--- config.mk ---
export PLATFORM = sky130hd
export DESIGN_NAME = fct_flash_seq
export DESIGN_NICKNAME = d
export VERILOG_FILES = /design/src/core/fct_pkg.sv /design/src/core/fct_mem_if.sv /design/src/core/fct_flash_seq.sv /design/src/core/fct_mem.sv
export SDC_FILE = /design/constraint.sdc
export NUM_CORES = 1
export LEC_CHECK = 0
export CAP_MARGIN = 20
export CORE_ASPECT_RATIO = 1.5
export CORE_MARGIN = 4
export CORE_UTILIZATION = 40
export CTS_CLUSTER_DIAMETER = 50
export DETAILED_ROUTE_END_ITERATION = 8
export DONT_BUFFER_PORTS = 1
export HOLD_SLACK_MARGIN = 0.06
export SLEW_MARGIN = 20
export SYNTH_ARGS = -nofsm -noshare
export SYNTH_HDL_FRONTEND = slang
export SYNTH_SLANG_ARGS = --single-unit
--- constraint.sdc ---
create_clock -name clock -period 6.7 [get_ports clock]
set_input_delay 0 -clock clock [delete_from_list [all_inputs] [get_ports clock]]
set_output_delay 0 -clock clock [all_outputs]
set_load 0.01 [all_outputs]
--- src/core/fct_pkg.sv ---
/*
  constants shared by the flash command sequencer and its memory.
  assumes an 8-bit register space reached by an already decoded link.
*/
package fct_pkg;
  // ==========================================================
  // register offsets on the link
  localparam logic [7:0] ADDR_TEMP_LOW = 8'h60;
  localparam logic [7:0] ADDR_TEMP_HIGH = 8'h61;
  localparam logic [7:0] ADDR_FLASH_CMD = 8'h62;
  localparam logic [7:0] ADDR_MODE_WAKE = 8'h64;
  localparam logic [7:0] ADDR_PROG_DATA = 8'h6F;
  localparam logic [7:0] ADDR_PROG_ADDR = 8'h70;
  // host windows onto the memories
  localparam logic [7:0] ADDR_RAM_BASE = 8'h00;
  localparam logic [7:0] ADDR_RAM_LAST = 8'h1F;
  localparam logic [7:0] ADDR_FLASH_BASE = 8'h80;
  localparam logic [7:0] ADDR_FLASH_LAST = 8'hDF;

  // ==========================================================
  // command codes
  localparam logic [7:0] CMD_NONE = 8'h00;
  localparam logic [7:0] CMD_PROG_BYTE = 8'h0F;
  localparam logic [7:0] CMD_ERASE_P0 = 8'h40;
  localparam logic [7:0] CMD_ERASE_P1 = 8'h41;
  localparam logic [7:0] CMD_ERASE_P2 = 8'h42;
  localparam logic [7:0] CMD_RAM_TO_FLASH = 8'h45;
  localparam logic [7:0] CMD_FLASH_TO_RAM = 8'h48;
  localparam logic [7:0] CMD_POWER_DOWN = 8'hF6;

  // ==========================================================
  // memory layout: flash 0x00..0x5F, ram 0x60..0x7F
  localparam int MEM_AW = 7;
  localparam int MEM_DEPTH = 128;
  localparam logic [6:0] MEM_PAGE0 = 7'h00;
  localparam logic [6:0] MEM_PAGE1 = 7'h20;
  localparam logic [6:0] MEM_PAGE2 = 7'h40;
  localparam logic [6:0] MEM_RAM = 7'h60;
  localparam logic [4:0] PAGE_LAST = 5'h1F;
  localparam logic [7:0] ERASED_BYTE = 8'hFF;

  // ==========================================================
  // field positions and reset values
  localparam int WAKE_LSB = 1;
  localparam logic [2:0] WAKE_RST = 3'h7;
  localparam logic [6:0] TEMP_HIGH_RSVD = 7'h00;
  localparam logic [7:0] BYTE_RST = 8'h00;

  // sleep threshold scaled from the wake code
  function automatic logic [7:0] wake_level(input logic [2:0] code);
    wake_level = {code, 5'h00};
  endfunction : wake_level
endpackage : fct_pkg

--- src/core/fct_mem_if.sv ---
/*
  single-port byte memory port between sequencer and memory.
  assumes one clock; read data arrive one cycle after the request.
*/
`timescale 1ns/1ps
interface fct_mem_if;
  logic en;
  logic we;
  logic [6:0] addr;
  logic [7:0] wdata;
  logic [7:0] rdata;
  modport master (output en, output we, output addr, output wdata, input rdata);
  modport slave (input en, input we, input addr, input wdata, output rdata);
endinterface : fct_mem_if

--- src/core/fct_flash_seq.sv ---
/*
  flash command sequencer with temperature readout and wake detection.
  assumes register requests come decoded from the serial link, synchronous
  to clock, one request per cycle at most.
*/
`timescale 1ns/1ps
// Operation
// - command register write starts action; register returns to zero when done
// - code 0x0F ANDs program data into flash byte at program address
// - code 0x40 erases flash bytes 0x00 to 0x1F
// - code 0x41 erases flash bytes 0x20 to 0x3F
// - code 0x42 erases flash bytes 0x40 to 0x5F
// - code 0x45 copies ram into flash page 0
// - code 0x48 copies flash page 0 into ram
// - code 0xF6 sleeps only if wake threshold condition holds
// - sleep ends when the single wire host line differs from its level at the previous clock edge
// - temperature is nine bits, high byte bit 0 is the msb
// - upper seven bits of the high temperature byte read zero
// - sleep entered only if sense magnitude below threshold; bits reset to ones
module fct_flash_seq
  import fct_pkg::*;
(
  // clock and reset
  input wire logic clock,
  input wire logic resetn,
  // register access from the link
  input wire logic [7:0] reg_addr,
  input wire logic reg_wr,
  input wire logic reg_rd,
  input wire logic [7:0] reg_wdata,
  output logic [7:0] reg_rdata,
  output logic reg_rvalid,
  // analog side
  input wire logic [8:0] temp_kelvin,
  input wire logic [7:0] sense_magnitude,
  input wire logic single_wire_host_line,
  // power state
  output logic asleep
);
  // ==========================================================
  // state
  typedef enum logic [4:0] {
    ST_IDLE = 5'b00001,
    ST_READ = 5'b00010,
    ST_WRITE = 5'b00100,
    ST_SLEEP = 5'b01000,
    ST_DONE = 5'b10000
  } fct_state_t;

  fct_state_t state_r, state_nxt;
  logic [7:0] flash_command_r, flash_command_nxt;
  logic [7:0] program_data_byte_r, program_data_byte_nxt;
  logic [6:0] program_address_pointer_r, program_address_pointer_nxt;
  logic [2:0] wake_threshold_bits_r, wake_threshold_bits_nxt;
  logic [7:0] temp_low_r, temp_low_nxt;
  logic temp_msb_r, temp_msb_nxt;
  logic [4:0] idx_r, idx_nxt;
  logic line_prev_r, line_prev_nxt;
  logic asleep_r, asleep_nxt;
  logic [7:0] rd_hold_r, rd_hold_nxt;
  logic rd_mem_r, rd_mem_nxt;
  logic rd_pend_r, rd_pend_nxt;
  logic [7:0] rdata_r, rdata_nxt;
  logic rvalid_r, rvalid_nxt;

  fct_mem_if mem_bus ();

  fct_mem #(.DEPTH(MEM_DEPTH)) u_mem (
    .clock(clock),
    .port(mem_bus.slave)
  );

  // ==========================================================
  // decode helpers
  function automatic logic in_range(input logic [7:0] a, input logic [7:0] lo,
                                    input logic [7:0] hi);
    in_range = (a >= lo) && (a <= hi);
  endfunction : in_range

  // memory address for the source and target of each command
  function automatic logic [6:0] src_addr(input logic [7:0] cmd, input logic [4:0] i,
                                          input logic [6:0] ptr);
    case (cmd)
      CMD_PROG_BYTE: src_addr = ptr;
      CMD_RAM_TO_FLASH: src_addr = MEM_RAM | {2'b00, i};
      default: src_addr = MEM_PAGE0 | {2'b00, i};
    endcase
  endfunction : src_addr

  function automatic logic [6:0] dst_addr(input logic [7:0] cmd, input logic [4:0] i,
                                          input logic [6:0] ptr);
    case (cmd)
      CMD_PROG_BYTE: dst_addr = ptr;
      CMD_ERASE_P1: dst_addr = MEM_PAGE1 | {2'b00, i};
      CMD_ERASE_P2: dst_addr = MEM_PAGE2 | {2'b00, i};
      CMD_FLASH_TO_RAM: dst_addr = MEM_RAM | {2'b00, i};
      default: dst_addr = MEM_PAGE0 | {2'b00, i};
    endcase
  endfunction : dst_addr

  // ==========================================================
  // next state
  always_comb begin
    logic host_mem;
    logic [7:0] a;
    host_mem = 1'b0;
    a = reg_addr;
    state_nxt = state_r;
    flash_command_nxt = flash_command_r;
    program_data_byte_nxt = program_data_byte_r;
    program_address_pointer_nxt = program_address_pointer_r;
    wake_threshold_bits_nxt = wake_threshold_bits_r;
    idx_nxt = idx_r;
    asleep_nxt = asleep_r;
    rd_hold_nxt = BYTE_RST;
    rd_mem_nxt = 1'b0;
    rd_pend_nxt = reg_rd;
    rdata_nxt = rdata_r;
    rvalid_nxt = rd_pend_r;
    mem_bus.en = 1'b0;
    mem_bus.we = 1'b0;
    mem_bus.addr = 7'h00;
    mem_bus.wdata = BYTE_RST;

    // register writes; memory and command only while idle
    if (reg_wr) begin
      case (a)
        ADDR_PROG_DATA: program_data_byte_nxt = reg_wdata;
        ADDR_PROG_ADDR: program_address_pointer_nxt = reg_wdata[6:0];
        ADDR_MODE_WAKE: begin
          // an all-zero threshold code is not valid and is ignored
          if (reg_wdata[WAKE_LSB+:3] != 3'h0) begin
            wake_threshold_bits_nxt = reg_wdata[WAKE_LSB+:3];
          end
        end
        default: ;
      endcase
    end

    // register reads: first stage latches the value
    if (reg_rd) begin
      case (a)
        ADDR_TEMP_LOW: rd_hold_nxt = temp_low_r;
        ADDR_TEMP_HIGH: rd_hold_nxt = {TEMP_HIGH_RSVD, temp_msb_r};
        ADDR_FLASH_CMD: rd_hold_nxt = flash_command_r;
        ADDR_MODE_WAKE: rd_hold_nxt = {4'h0, wake_threshold_bits_r, 1'b0};
        ADDR_PROG_DATA: rd_hold_nxt = program_data_byte_r;
        ADDR_PROG_ADDR: rd_hold_nxt = {1'b0, program_address_pointer_r};
        default: ;
      endcase
    end
    if (rd_pend_r) begin
      rdata_nxt = rd_mem_r ? mem_bus.rdata : rd_hold_r;
    end

    case (state_r)
      ST_IDLE: begin
        idx_nxt = 5'h00;
        host_mem = in_range(a, ADDR_RAM_BASE, ADDR_RAM_LAST) ||
                   (in_range(a, ADDR_FLASH_BASE, ADDR_FLASH_LAST) && !reg_wr);
        if ((reg_wr || reg_rd) && host_mem) begin
          mem_bus.en = 1'b1;
          mem_bus.we = reg_wr;
          mem_bus.addr = a[7] ? (a[6:0] - ADDR_FLASH_BASE[6:0]) : (MEM_RAM | a[6:0]);
          mem_bus.wdata = reg_wdata;
          rd_mem_nxt = reg_rd;
        end
        // commands are taken only here, so a running page walk cannot be retargeted
        if (reg_wr && a == ADDR_FLASH_CMD) begin
          flash_command_nxt = reg_wdata;
          case (reg_wdata)
            CMD_PROG_BYTE, CMD_RAM_TO_FLASH, CMD_FLASH_TO_RAM: state_nxt = ST_READ;
            CMD_ERASE_P0, CMD_ERASE_P1, CMD_ERASE_P2: state_nxt = ST_WRITE;
            CMD_POWER_DOWN: begin
              if (sense_magnitude < wake_level(wake_threshold_bits_r)) begin
                state_nxt = ST_SLEEP;
                asleep_nxt = 1'b1;
              end else begin
                state_nxt = ST_DONE;
              end
            end
            default: state_nxt = ST_DONE;
          endcase
        end
      end
      ST_READ: begin
        mem_bus.en = 1'b1;
        mem_bus.addr = src_addr(flash_command_r, idx_r, program_address_pointer_r);
        state_nxt = ST_WRITE;
      end
      ST_WRITE: begin
        mem_bus.en = 1'b1;
        mem_bus.we = 1'b1;
        mem_bus.addr = dst_addr(flash_command_r, idx_r, program_address_pointer_r);
        case (flash_command_r)
          CMD_PROG_BYTE: mem_bus.wdata = program_data_byte_r & mem_bus.rdata;
          CMD_ERASE_P0, CMD_ERASE_P1, CMD_ERASE_P2:
            mem_bus.wdata = ERASED_BYTE;
          default: mem_bus.wdata = mem_bus.rdata;
        endcase
        // page commands walk 32 bytes, the byte program only one
        if (flash_command_r == CMD_PROG_BYTE || idx_r == PAGE_LAST) begin
          state_nxt = ST_DONE;
        end else begin
          idx_nxt = idx_r + 5'h01;
          state_nxt = (flash_command_r == CMD_RAM_TO_FLASH ||
                       flash_command_r == CMD_FLASH_TO_RAM) ? ST_READ : ST_WRITE;
        end
      end
      ST_SLEEP: begin
        if (single_wire_host_line != line_prev_r) begin
          asleep_nxt = 1'b0;
          state_nxt = ST_DONE;
        end
      end
      ST_DONE: begin
        // the command reads back nonzero until here, so a host poll sees
        // completion only after the last memory write has landed
        flash_command_nxt = CMD_NONE;
        state_nxt = ST_IDLE;
      end
      default: state_nxt = ST_IDLE;
    endcase
  end

  // ==========================================================
  // registers
  always_ff @(posedge clock or negedge resetn) begin
    if (!resetn) begin
      state_r <= ST_IDLE;
      flash_command_r <= BYTE_RST;
      program_data_byte_r <= BYTE_RST;
      program_address_pointer_r <= 7'h00;
      wake_threshold_bits_r <= WAKE_RST;
      idx_r <= 5'h00;
      asleep_r <= 1'b0;
      rd_hold_r <= BYTE_RST;
      rd_mem_r <= 1'b0;
      rd_pend_r <= 1'b0;
      rdata_r <= BYTE_RST;
      rvalid_r <= 1'b0;
    end else begin
      state_r <= state_nxt;
      flash_command_r <= flash_command_nxt;
      program_data_byte_r <= program_data_byte_nxt;
      program_address_pointer_r <= program_address_pointer_nxt;
      wake_threshold_bits_r <= wake_threshold_bits_nxt;
      idx_r <= idx_nxt;
      asleep_r <= asleep_nxt;
      rd_hold_r <= rd_hold_nxt;
      rd_mem_r <= rd_mem_nxt;
      rd_pend_r <= rd_pend_nxt;
      rdata_r <= rdata_nxt;
      rvalid_r <= rvalid_nxt;
    end
  end

  // ==========================================================
  // sensor and line sampling
  // the line is compared with its level at the previous edge, so a pulse
  // that starts and ends between two clock edges is not seen as a wake edge
  always_comb begin
    temp_low_nxt = temp_kelvin[7:0];
    temp_msb_nxt = temp_kelvin[8];
    line_prev_nxt = single_wire_host_line;
  end

  always_ff @(posedge clock or negedge resetn) begin
    if (!resetn) begin
      temp_low_r <= BYTE_RST;
      temp_msb_r <= 1'b0;
      line_prev_r <= 1'b0;
    end else begin
      temp_low_r <= temp_low_nxt;
      temp_msb_r <= temp_msb_nxt;
      line_prev_r <= line_prev_nxt;
    end
  end

  // ==========================================================
  // elaboration checks on the shared layout
  // the page walk counts with a five-bit index, so pages, the ram window and
  // the flash window must all agree with it
  if (MEM_DEPTH != (1 << MEM_AW)) begin : g_chk_depth
    $error("fct_flash_seq: memory depth and address width disagree");
  end
  if (int'(PAGE_LAST) != int'(ADDR_RAM_LAST - ADDR_RAM_BASE)) begin : g_chk_page
    $error("fct_flash_seq: ram window and page size disagree");
  end
  if (int'(MEM_PAGE1 - MEM_PAGE0) != int'(PAGE_LAST) + 1) begin : g_chk_stride
    $error("fct_flash_seq: flash pages are not contiguous");
  end
  if (int'(ADDR_FLASH_LAST - ADDR_FLASH_BASE) != int'(MEM_PAGE2) + int'(PAGE_LAST)) begin : g_chk_flash
    $error("fct_flash_seq: flash window does not cover the pages");
  end
  if (int'(MEM_RAM) + int'(PAGE_LAST) >= MEM_DEPTH) begin : g_chk_ram
    $error("fct_flash_seq: ram does not fit in the memory");
  end
  if (WAKE_LSB + 3 > 8) begin : g_chk_wake
    $error("fct_flash_seq: wake field leaves the register");
  end

  assign reg_rdata = rdata_r;
  assign reg_rvalid = rvalid_r;
  assign asleep = asleep_r;
endmodule : fct_flash_seq

--- src/core/fct_mem.sv ---
/*
  byte memory holding flash and ram, registered read data.
  assumes reset contents do not matter; flash starts erased in simulation only by writes.
*/
`timescale 1ns/1ps
module fct_mem
  import fct_pkg::*;
#(
  parameter int DEPTH = MEM_DEPTH
) (
  // clock
  input wire logic clock,
  // access port
  fct_mem_if.slave port
);
  // ==========================================================
  // storage
  logic [7:0] mem_r [DEPTH];
  logic [7:0] rdata_r;

  if (DEPTH > (1 << MEM_AW)) begin : g_chk
    $error("fct_mem: depth exceeds address range");
  end

  always_ff @(posedge clock) begin
    if (port.en && port.we) begin
      mem_r[port.addr] <= port.wdata;
    end
    if (port.en && !port.we) begin
      rdata_r <= mem_r[port.addr];
    end
  end

  assign port.rdata = rdata_r;
endmodule : fct_mem

; ---- Word level (Yosys, flattened, before mapping)
; Memories as Yosys holds them, arrays and structs flattened. A register that Yosys moved wholly into a read port is not among the register bits.
; Cells that the tools add are included.
[classes]
add_sub_neg = 1
magnitude_cmp = 5
n_eq_ne = 31
mux = 35
bitwise_logic = 1
reduce_logical = 28
[op_table]
columns = operator, n
row1 = "8-bit by 7-bit equality test with 1-bit output, second input constant", 16
row2 = 8-bit case mux with 2 select lines, 3
row3 = 8-bit case mux with 6 select lines, 1
row4 = 8-bit 2-to-1 mux, 4
row5 = 7-bit case mux with 4 select lines, 1
row6 = 5-bit 2-to-1 mux, 5
row7 = 7-bit case mux with 3 select lines, 1
row8 = 5-bit case mux with 4 select lines, 1
row9 = "8-bit by 4-bit equality test with 1-bit output, second input constant", 2
row10 = 5-bit case mux with 3 select lines, 1
row11 = 7-bit 2-to-1 mux, 2
row12 = 7-bit case mux with 2 select lines, 1
row13 = "5-bit equality test, second input constant", 2
row14 = 1-bit 2-to-1 mux, 10
row15 = 5-bit case mux with 2 select lines, 1
row16 = 2-bit AND reduction, 5
row17 = 3-bit OR reduction, 3
row18 = 8-bit bitwise AND, 1
row19 = "8-bit equality test, second input constant", 1
row20 = "8-bit by 1-bit greater-or-equal comparator with 1-bit output, second input constant", 1
row21 = "8-bit greater-or-equal comparator, second input constant", 1
row22 = "8-bit by 5-bit less-or-equal comparator with 1-bit output, second input constant", 1
row23 = "8-bit less-or-equal comparator, second input constant", 1
row24 = 8-bit less-than comparator, 1
row25 = 18 further kinds, 35
[totals]
register_bits = 66
ram_bits = 1024
inputBits = 38
out_inout_bits = 10
mem_count = 1
[memory_table]
columns = name, depth, width, read_ports, rd_clocked_by_memory_dff, wr, line_no
row1 = u_mem.mem_r, 128, 8, 1, 1, 1, fct_mem.sv:18  ; logic [7:0] mem_r [DEPTH];

; ---- Logic depth before layout (Yosys ltp)
[logic_depth]
word_depth = 10
ltp_mapped = 17

; ---- Cells and area by module
; A second synthesis with hierarchy kept.
[hier_totals]
hier_cells = 2827
hier_area_um2 = 44189.9
[modules_own_cells]
columns = mod, instances, cells_each, area_each_um2, seq_area_each_um2
row1 = fct_mem, 1, 2468, 40537.6, 30989.7
row2 = fct_flash_seq, 1, 359, 3652.3, 1656.6

; ---- Worst setup path after synthesis
; Ideal clock, no wire load.
[synth_path]
path_type = register to register
start = register flash_command_r[5]
end = memory u_mem.mem_r[96][0], enable pin
setup_ps = 370
t_arrival_ps = 3071
t_required_ps = 6330
slack_ps = 3259
path_stages_with_launch = 12
path_buffers = 4
synth_period_minus_slack_ps = 3441
cell_sequence = dfrtp_1 or3_4 o31a_1 o21ai_4 nand2_4 nor3_1 buf_2 buf_2 buf_2 nand2_1 clkbuf_1 nor2_1
[synth_between]
elab_chain_len = 3
elab_cells_between_ends = 8
classes_between = eq/ne (5) / mux (3)
[synth_rtl]
columns = item, line_no
row1 = from (decl), fct_flash_seq.sv:51  ; logic [7:0] flash_command_r, flash_command_nxt;
row2 = from (signal assigned), fct_flash_seq.sv:244  ; flash_command_r <= flash_command_nxt;
row3 = 8-bit by 7-bit equality test with 1-bit output (tied with other cells), fct_flash_seq.sv:92  ; case (cmd)
row4 = 7-bit case mux with 4 select lines or 7-bit case mux with 2 select lines (tied branches), "fct_flash_seq.sv:92, fct_flash_seq.sv:83"
row5 = 7-bit case mux with 3 select lines *, fct_flash_seq.sv:156  ; case (state_r)
row6 = to (decl), fct_mem.sv:18
; Mark *: on every way between the ends. The rest lies on a longest branch, timed or not.

; ---- Worst setup path after layout
[layout_path]
start = register flash_command_r[3]
end = register u_mem.rdata_r[4] (netlist: u_mem.port.rdata[4]), read port of u_mem.mem_r, data pin
[layout_between]
elab_chain_len = 3
elab_cells_between_ends = 8
classes_between = eq/ne (5) / mux (3)
[layout_rtl]
columns = item, line_no
row1 = 8-bit by 7-bit equality test with 1-bit output (tied with other cells), fct_flash_seq.sv:92
row2 = 7-bit case mux with 4 select lines or 7-bit case mux with 2 select lines (tied branches), "fct_flash_seq.sv:92, fct_flash_seq.sv:83"
row3 = 7-bit case mux with 3 select lines *, fct_flash_seq.sv:156
row4 = to (decl), fct_mem.sv:19  ; logic [7:0] rdata_r;
; Marked as above.
; A chain may end at the register's enable or synchronous reset.

==> out/metrics.cfg <==
[setup_path]
worstPathCellList = and3b_1 > a31oi_1 > o21a_2 > nor2_4 > buf_4 > nand2_1 > o22a_1 > a31oi_1 > a211oi_1 > a221oi_1 > a211o_1
slowest_stage = nand2_1
critPathCaptureType = register
r2r_cells = 11
crit_start = flash_command_r[3]
path_depth = 11
startpoint_type = register
critPathBufInv = 1
cp.required_ns = 7.27
max_stage_delay_ns = 0.67
cp_top_family = compound AO/OA/AOI/OAI gates
timing_worst_setup_path_type = register to register
path_max_fanout = 25
cp-endpoint = u_mem.port.rdata[4]
reg2reg_to = u_mem.port.rdata[4]
arrival_ns = 5.83
r2r_slack_ns = 1.44
r2r-start = flash_command_r[3]
path_common_cell = a31oi_1

[sta]
setup_slack_ns = 1.435
rsz0062_at_grt = false
setup-violations-final = 0
final.period_utilization = 0.7858
finClkSkew_ns = 0.03267
min_period_ns = 5.265
timing.hold.ws_ns = 0.05130
slew_viol_final = 0
max_freq_mhz = 190.0
fin_tns_setup_ns = 0
slew_headroom = 0.2483
worstMarginPinSlew_ns = 1.128
final_hold_viol_count = 0

[cts]
clk-insertion-delay-late_ns = 0.72
cts_buffer_depth = 3
clk_pin_slew_ns = 0.06
htree_levels = 3
cts_root_buf = clkbuf_16
cts_inserted_buffers = 98
tritoncts = built
cts.sinks = 1098

[detailed_routing]
dr.first_iter.drc_count = 3256
drc = 0
dr_total_vias = 27560
drt-total-wl_um = 142600
via_per_inst = 6.247
wl_per_cell_um = 32.33
firstDrtPassIters = 6
ant_nets = 0

[power_and_ir_drop]
p_leak_nw = 17.55
powerDensity_nw_per_um2 = 278.9
power_mw = 13.79
ir_worst_vdd_mv = 0.2349

[finish]
design_area_um2 = 49450
fin_cells = 4411
drive_above_1_share = 0.1326
fill_cells = 9242
post-route-util = 0.4596
fin_nets = 2956
area_growth_pct = 13.63

[synthesis]
ys_top_cells_by_count = edfxtp_1, nand2_1, a22oi_1
synth_edf_count = 1032
synthArstFlopShare = 0.06011
yosys-top-cells-area = edfxtp_1, dfrtp_1, a22oi_1, mux2i_1, nand2_1
synth_top_cell_area_share = 0.7121
synth_fp_nets = 2846
synth_top_area_cell = edfxtp_1
yosys_warnings = 0
syn_inst = 2804
synth.most_common_cell = edfxtp_1
yosysSeqAreaShare = 0.7502
synth-main-ff-cell = edfxtp_1
synth_area_um2 = 43520
synth.avg_cell_area_um2 = 15.52
ys_types = 90
ys_ff_latch = 1098

[global_routing]
grt_max_degree = 96
track_usage = 0.2439
grt_pass1_vias = 27330
grt.overflow.total = 0
antenna_found_initial = 2
grt_first_pass_wirelength_um = 201800

[job]
drv_cap = 0

[place]
routabilityCongestion = 0.8981
io_buffer_count = 0
place.detailed.hpwl_um = 88400
dpl-instance-area_um2 = 45680
numPlacedInstances = 4170
pre_cts_ws_ns = 1.514

[status]
outcome = complete, no violations

[worst_hold_path]
hold_class = primary input to register

[floorplanning]
die_area_um2 = 114200
coreArea_um2 = 107600
start_util = 0.4045
die_x_um = 277.3
rows = 147
ioPinCount = 48
die_h_um = 412.0

## routing by layer
layer  GRT usage  vias up  wire length (µm)
met5           0        -                12
met2      0.4226     1628             71350
met4      0.1568        2             10780
met3     0.04297      431             11800
met1      0.2790    14080             48670
li1            -    11420                 -
## worst min-delay path by stage
stage / startpoint / to / slack (ns) / cells past startpoint
5_1_grt: reg_wdata[5] / u_mem.mem_r[28][5] / 0.07 / 1
3_3_place_gp: resetn / temp_msb_r / -0.29 / 0
4_1_cts: reg_wdata[5] / u_mem.mem_r[48][5] / 0.07 / 1
2_1_floorplan: resetn / asleep / -0.30 / 0
3_5_place_dp: resetn / asleep / -0.29 / 0
6_report: reg_wdata[5] / u_mem.mem_r[24][5] / 0.05 / 1
## kinds of logic (layout without fill, tap and decap cells)
| kind of cell | count (synthesis) | count (layout) | synth area share |
|---|---|---|---|
| AND/OR/NAND/NOR | 566 | 566 | 0.06110 |
| adder cells (fa/ha/maj) | 4 | 4 | 0.001150 |
| XOR/XNOR | 6 | 6 | 0.001208 |
| multiplexers | 168 | 168 | 0.04034 |
| buffers and inverters | 188 | 378 | 0.02162 |
| AO/OA/AOI/OAI | 774 | 774 | 0.1244 |
| flip-flops | 1098 | 1098 | 0.7502 |
| other | 0 | 2 | 0 |
## registers in the layout, summed over array words and instances, names as in the netlist, 3 cells and up
register	cells
u_mem.port.rdata	8
rd_hold_r	8
state_r	5
reg_rdata	8
u_mem.mem_r	1024
program_address_pointer_r	7
idx_r	5
program_data_byte_r	8
temp_low_r	8
wake_threshold_bits_r	3
flash_command_r	8
## what timing repair did
item	in CTS	in global routing
buffers inserted	0	0
hold endpoints to repair	138	0
hold buffers	59	0
gates resized for setup	0	0
## placed cells by master (no fill, tap or decap), types with 8 or more instances in the layout
master,Yosys,routed
nor2_1,162,161
a311oi_1,8,8
buf_12,0,9
clkbuf_1,52,20
nand2_1,235,234
a211oi_1,21,17
o21ai_0,104,103
a21o_4,0,8
a21oi_1,153,152
and3_1,11,11
inv_1,8,8
clkbuf_16,0,102
and2_1,9,9
nand4_1,13,13
nand3_1,47,47
a221oi_1,45,45
a41oi_1,18,18
nor3_1,18,14
a22o_1,34,34
mux2_2,49,49
clkinv_1,0,16
a22oi_1,186,184
a21boi_0,9,9
a222oi_1,19,19
nor4_1,10,9
dfrtp_1,62,62
clkinv_2,0,19
a31oi_1,33,33
o22ai_1,30,30
edfxtp_1,1032,1032
buf_4,10,122
o211ai_1,11,11
mux2i_1,112,112
dlygate4sd3_1,0,57
## layout make-up
class / instances / area (µm²) / share of cell area
Timing Repair Buffer: 190 / 1722 / 0.03482
Clock inverter: 58 / 510.5 / 0.01032
Inverter: 8 / 30.03 / 0.0006072
Multi-Input combinational cell: 1518 / 10140 / 0.2050
Sequential cell: 1098 / 32650 / 0.6602
Tap cell: 1415 / 1770 / 0.03580
Clock buffer: 122 / 2628 / 0.05313
Antenna cell: 2 / 5.005 / 0.0001012
## report_power, final
part | switching (mW) | internal [mW] | leakage (nW)
logic | 0.500 | 0.162 | 3.67
clock network | 2.55 | 3.04 | 1.53
registers | 0.0246 | 7.51 | 12.3
total | 3.08 | 10.7 | 17.5
Note: power is estimated with default switching activity, not from simulation.
